--- src/inc/vic_pkg.sv ---
package vic_pkg;
  localparam int unsigned   VIC_NSRC      = 11;
  localparam int unsigned   VIC_FILT_LEN  = 4;
  localparam int unsigned   VIC_VEC_W     = 8;
  localparam int unsigned   VIC_STAT_W    = 5;
  localparam int unsigned   VIC_DATA_W    = 8;
  localparam logic [7:0]    VIC_VEC_RESET = 8'h00;

  // Source index order equals priority order, index 0 is highest
  localparam int unsigned   VIC_SRC_EXT   = 0;
  localparam int unsigned   VIC_SRC_PCH   = 1;

  typedef logic [VIC_NSRC-1:0] vic_src_vec_t;

  localparam logic [VIC_NSRC*VIC_VEC_W-1:0] VIC_VEC_TABLE = {
    8'h26, 8'h24, 8'h1e, 8'h1c, 8'h1a, 8'h16, 8'h14, 8'h0c, 8'h06, 8'h04, 8'h02};

  typedef struct packed {
    logic [VIC_DATA_W-1:0] accumulator;
    logic [VIC_STAT_W-1:0] core_status_reg;
    logic [VIC_DATA_W-1:0] indirect_addr_reg;
  } vic_ctx_t;

  typedef enum logic [1:0] {
    VIC_FILT_HIGH = 2'b00,
    VIC_FILT_LOW  = 2'b01
  } vic_filt_state_t;
endpackage

--- src/hw/vic_top.sv ---
`timescale 1ns/1ps
module vic_top
  import vic_pkg::*;
(
  input  wire logic                   clk,
  input  wire logic                   nrst,
  input  wire logic                   ext_irq_pin,
  input  wire logic                   pin_change_event,
  input  wire vic_src_vec_t           periph_event,
  input  wire vic_src_vec_t           irq_enable,
  input  wire vic_src_vec_t           flag_clear,
  input  wire logic                   global_irq_on_instr,
  input  wire logic                   global_irq_off_instr,
  input  wire logic                   return_from_isr_instr,
  input  wire logic                   irq_ack,
  input  wire vic_ctx_t               ctx_live,
  output vic_src_vec_t                irq_flags,
  output logic                        global_enable,
  output logic                        irq_req,
  output logic [VIC_VEC_W-1:0]        irq_vector,
  output logic                        irq_taken,
  output logic                        isr_active,
  output vic_ctx_t                    ctx_saved,
  output logic                        ctx_restore
);
  logic                 ext_fall;
  vic_src_vec_t         event_in;
  vic_src_vec_t         pending;
  logic [VIC_VEC_W-1:0] vec_next;
  logic                 any_pending;
  logic                 take;

  vic_ext_filter u_ext_filter (
    .clk        (clk),
    .nrst       (nrst),
    .pin_in     (ext_irq_pin),
    .fall_pulse (ext_fall)
  );

  // Pin change only records while its own enable is set
  always_comb begin
    event_in              = periph_event;
    event_in[VIC_SRC_EXT] = ext_fall;
    event_in[VIC_SRC_PCH] = pin_change_event & irq_enable[VIC_SRC_PCH];
  end

  // Set wins over a software clear in the same cycle
  genvar g;
  generate
    for (g = 0; g < VIC_NSRC; g++) begin : g_flag
      always_ff @(posedge clk or negedge nrst) begin
        if (!nrst) begin
          irq_flags[g] <= 1'b0;
        end else if (event_in[g]) begin
          irq_flags[g] <= 1'b1;
        end else if (flag_clear[g]) begin
          irq_flags[g] <= 1'b0;
        end
      end
    end
  endgenerate

  assign pending = irq_flags & irq_enable;

  // Fixed priority: lowest index wins
  always_comb begin
    vec_next    = VIC_VEC_RESET;
    any_pending = 1'b0;
    for (int i = VIC_NSRC - 1; i >= 0; i--) begin
      if (pending[i]) begin
        vec_next    = VIC_VEC_TABLE[i*VIC_VEC_W +: VIC_VEC_W];
        any_pending = 1'b1;
      end
    end
  end

  assign irq_req = global_enable & any_pending;
  assign take    = irq_req & irq_ack;

  always_ff @(posedge clk or negedge nrst) begin
    if (!nrst) begin
      global_enable <= 1'b0;
    end else if (take) begin
      global_enable <= 1'b0;
    end else if (global_irq_on_instr || return_from_isr_instr) begin
      global_enable <= 1'b1;
    end else if (global_irq_off_instr) begin
      global_enable <= 1'b0;
    end
  end

  // Vector stays until the next accepted interrupt
  always_ff @(posedge clk or negedge nrst) begin
    if (!nrst) begin
      irq_vector <= VIC_VEC_RESET;
      irq_taken  <= 1'b0;
    end else begin
      irq_taken <= take;
      if (take) begin
        irq_vector <= vec_next;
      end
    end
  end

  // One shadow level only: nesting loses the outer context
  always_ff @(posedge clk or negedge nrst) begin
    if (!nrst) begin
      ctx_saved <= '0;
    end else if (take) begin
      ctx_saved <= ctx_live;
    end
  end

  always_ff @(posedge clk or negedge nrst) begin
    if (!nrst) begin
      isr_active  <= 1'b0;
      ctx_restore <= 1'b0;
    end else begin
      ctx_restore <= return_from_isr_instr & isr_active & ~take;
      if (take) begin
        isr_active <= 1'b1;
      end else if (return_from_isr_instr) begin
        isr_active <= 1'b0;
      end
    end
  end
endmodule

--- src/hw/vic_ext_filter.sv ---
`timescale 1ns/1ps
module vic_ext_filter
  import vic_pkg::*;
(
  input  wire logic clk,
  input  wire logic nrst,
  input  wire logic pin_in,
  output logic      fall_pulse
);
  logic [1:0]            sync_reg;
  logic [2:0]            cnt_reg;
  vic_filt_state_t       state_reg;

  always_ff @(posedge clk or negedge nrst) begin
    if (!nrst) begin
      sync_reg <= 2'b11;
    end else begin
      sync_reg <= {sync_reg[0], pin_in};
    end
  end

  // Level must differ from the filtered state for four clocks in a row
  always_ff @(posedge clk or negedge nrst) begin
    if (!nrst) begin
      cnt_reg    <= 3'h0;
      state_reg  <= VIC_FILT_HIGH;
      fall_pulse <= 1'b0;
    end else begin
      fall_pulse <= 1'b0;
      case (state_reg)
        VIC_FILT_HIGH: begin
          if (sync_reg[1]) begin
            cnt_reg <= 3'h0;
          end else if (cnt_reg == 3'(VIC_FILT_LEN - 1)) begin
            cnt_reg    <= 3'h0;
            state_reg  <= VIC_FILT_LOW;
            fall_pulse <= 1'b1;
          end else begin
            cnt_reg <= cnt_reg + 3'h1;
          end
        end
        VIC_FILT_LOW: begin
          if (!sync_reg[1]) begin
            cnt_reg <= 3'h0;
          end else if (cnt_reg == 3'(VIC_FILT_LEN - 1)) begin
            cnt_reg   <= 3'h0;
            state_reg <= VIC_FILT_HIGH;
          end else begin
            cnt_reg <= cnt_reg + 3'h1;
          end
        end
        default: begin
          cnt_reg   <= 3'h0;
          state_reg <= VIC_FILT_HIGH;
        end
      endcase
    end
  end
endmodule

--- config.mk ---
export PLATFORM = sky130hd
export DESIGN_NAME = vic_top
export DESIGN_NICKNAME = d
export VERILOG_FILES = /design/src/inc/vic_pkg.sv /design/src/hw/vic_top.sv /design/src/hw/vic_ext_filter.sv
export SDC_FILE = /design/constraint.sdc
export NUM_CORES = 1
export LEC_CHECK = 0
export BUFFER_PORTS_ARGS = -buffer_cell sky130_fd_sc_hd__buf_2
export CORE_MARGIN = 8
export CORE_UTILIZATION = 40
export DETAILED_ROUTE_END_ITERATION = 16
export PLACE_DENSITY = 0.75
export SLEW_MARGIN = 20
export SYNTH_ARGS = -nofsm -noshare
export SYNTH_HDL_FRONTEND = slang
export SYNTH_HIERARCHICAL = 1
export SYNTH_SLANG_ARGS = --single-unit
--- constraint.sdc ---
create_clock -name clk -period 2.05 [get_ports clk]
set_clock_uncertainty 0.15 [all_clocks]
set_input_delay 0.205 -clock clk [delete_from_list [all_inputs] [get_ports clk]]
set_output_delay 0.205 -clock clk [all_outputs]
set_load 0.005 [all_outputs]
==> results.py <==
metrics = {
    "status": {
        "status": "complete, but fails checks",
        "violations": "setup timing",
    },
    "place": {
        "gp_congestion": 0.771,
        "io_buffers": 101,
        "place_ws_ns": -0.0888,
        "hpwlAfterDp_um": 3720,
        "dp.cells": 332,
        "dpl-instance-area_sq_um": 2690,
    },
    "global_routing": {
        "track_usage": 0.134,
        "grt_pass1_vias": 1847,
        "grt_max_degree": 32,
        "overflow": 0,
        "grt_pass1_wl_um": 8090,
        "antenna_found_initial": 0,
    },
    "critical_path": {
        "slowest_delay_ns": 0.43,
        "crit-reg2reg-launch": "irq_flags[3]$_DFFE_PN0P_",
        "r2r-end": "ctx_saved[4]$_DFFE_PN0P_",
        "worstSetupEndpointType": "flop",
        "path_buf_inv": 1,
        "slowest_stage": "a222oi_1",
        "crit_required_ns": 2.08,
        "path_cells": "a222oi_1 > nand4_1 > buf_4 > o211a_4 > mux2_4",
        "ff2ff_path_depth": 5,
        "cp_data_arrival_time_ns": 2.22,
        "cp_top_family": "compound AO/OA/AOI/OAI gates",
        "cp_max_fo": 16,
        "startpoint_type": "flop",
        "r2r_slack_ns": -0.14,
        "path_class": "flop to flop",
    },
    "drt": {
        "drt_pre_antenna_iters": 4,
        "routed_wl_um": 5470,
        "via_count": 1748,
        "viasPerCell": 4.56,
        "drc": 0,
        "drt_iter0_markers": 48,
        "drtAntennaViolNets": 0,
        "wl_per_cell_um": 14.3,
    },
    "timing": {
        "max_slew_margin": 0.610,
        "hold_violations": 0,
        "fin_crit_ns": 2.19,
        "fin_ws_ns": -0.141,
        "timing.final.crit_share": 1.07,
        "fmax_ghz": 0.456,
        "finalSetupTns_ns": -3.01,
        "slew_violations": 0,
        "rsz0062_at_grt": "true",
        "setup_viol": 26,
        "worst_pin_slew_ns": 0.585,
    },
    "die": {
        "dieHeight_um": 87.7,
        "die-area_sq_um": 7690,
        "start_util": 0.407,
        "io_pins": 107,
        "core_area_sq_um": 5040,
        "rows": 26,
        "die_w_um": 87.7,
    },
    "job": {
        "max_cap_viol_count": 0,
    },
    "layout": {
        "stdcell_count": 383,
        "reg_top3": "ctx_saved: 21 flops, irq_flags: 11 flops, irq_vector: 5 flops",
        "multiInputGateArea_sq_um": 769,
        "fillers": 389,
        "largest_register_ffs": 21,
        "drive_gt1_frac": 0.492,
        "fin_util": 0.637,
        "area_growth_syn_to_layout_pct": 56.4,
        "regArea_sq_um": 1200,
        "top_register": "ctx_saved",
        "nets": 375,
        "antenna_cells": 0,
        "final_area_sq_um": 3210,
    },
    "hold_path": {
        "whs_endpoint": "irq_flags[2]$_DFFE_PN0P_",
        "holdCritPathClass": "input pin to flop",
        "min_path_cells": 3,
        "min_from": "flag_clear[2]",
    },
    "synthesis": {
        "synth-edff-count": 0,
        "avgSynthCellArea_sq_um": 13.3,
        "synth_cell_types": 30,
        "synthCells": 154,
        "syn_area_sq_um": 2050,
        "synth_seq_cells": 48,
        "yosysWarnings": 6,
        "ys_seq_area_frac": 0.586,
        "async_reset_ff_frac": 1.00,
        "synth_ff_type": "dfrtp_1",
    },
    "clocking": {
        "cts_sinks": 48,
        "cts_buffers": 5,
        "cts_root_buffer": "clkbuf_8",
        "htree_levels": 2,
        "clk_pin_slew_ns": 0.08,
        "worstSkewPairLatency_ns": 0.29,
        "cts_tree": "done",
        "clock_path_buffers": 2,
    },
    "pwr": {
        "vdd_drop_max_mv": 0.515,
        "power_density_nw_per_um2": 756,
        "leakagePower_uw": 0.00169,
    },
}
## metal layers
layer,up-vias,share of wire,global-route usage
met2,71,0.52,0.236
met1,827,0.38,0.143
met3,11,0.082,0.0450
met5,-,0,0
li1,839,-,-
met4,0,0.020,0.0594
## cells by family (layout without fill, tap and decap cells)
family / Yosys count / after routing / share of synthesized area
xor+xnor: 1 / 1 / 0.00426
simple gates: 31 / 31 / 0.0737
buf+inv: 20 / 176 / 0.0530
other cells: 1 / 3 / 0.00183
mux: 25 / 25 / 0.178
fa+ha+maj: 1 / 1 / 0.00609
compound gates: 27 / 28 / 0.0968
flops: 48 / 48 / 0.586
## placed cells by master, fill, tap and decap left out, types with 4 or more instances in the layout
master         Yosys  layout
a21o_1            11      11
a21oi_1            4       4
buf_2              0     101
buf_4              3      15
clkbuf_8           0       6
dfrtp_1           46      46
dlygate4sd3_1      0      36
inv_1             14      14
mux2_4            23      23
nand2_1           14      14
## worst min-delay path: stages
cell and delay (ns):
buf_2 0.09, inv_1 0.04, a21o_1 0.09
## layout make-up
class | count | area share
Clock buffer | 8 | 0.0280
Inverter | 14 | 0.0164
Multi-Input combinational cell | 89 | 0.239
Sequential cell | 48 | 0.375
Tap cell | 70 | 0.0273
Timing Repair Buffer | 154 | 0.314
## Yosys cell counts (3+ instances only)
library cell	n	share of area
a21oi_1	4	0.0097
inv_1	14	0.026
nand2_1	14	0.026
o21ai_0	3	0.0073
dfrtp_1	46	0.56
buf_4	3	0.011
nor3b_1	3	0.011
a21o_1	11	0.040
nor2_1	4	0.0073
mux2_4	23	0.17
nand4_1	3	0.0091
buf_6	3	0.016
## per-stage QoR
step | hold slack (ns) | power [uW]
2_1_floorplan | -0.241 | 1540
3_3_place_gp | 0.0885 | 1800
3_5_place_dp | 0.0923 | 1820
4_1_cts | 0.00382 | 2440
5_1_grt | 0.0208 | 2580
6_report | 0.0195 | 2430
## what timing repair did
| item | 4_1_cts | 5_1_grt |
|---|---|---|
| endpoints found under the setup margin | 25 | 28 |
| pin swaps | 3 | 3 |
| hold endpoints to repair | 57 | 0 |
| resized for setup | 0 | 3 |
| buffers inserted | 0 | 6 |
| hold buffers | 36 | 0 |
| gates cloned | 0 | 1 |
## how the worst max path moves through the flow
stage	startpoint	end	depth (start not counted)
after floorplan	irq_flags[6]$_DFFE_PN0P_	ctx_saved[10]$_DFFE_PN0P_	5
after global placement	irq_flags[3]$_DFFE_PN0P_	ctx_saved[12]$_DFFE_PN0P_	4
after detailed placement	irq_flags[6]$_DFFE_PN0P_	ctx_saved[4]$_DFFE_PN0P_	4
after CTS	irq_flags[7]$_DFFE_PN0P_	irq_req	5
after global routing	irq_flags[3]$_DFFE_PN0P_	irq_req	5
final	irq_flags[3]$_DFFE_PN0P_	ctx_saved[4]$_DFFE_PN0P_	5
## power breakdown
group          internal [uW]  switching [uW]
Combinational            416             255
Clock                    275             278
Sequential              1110            95.6
No activity file was read; power rests on OpenSTA's default activity.
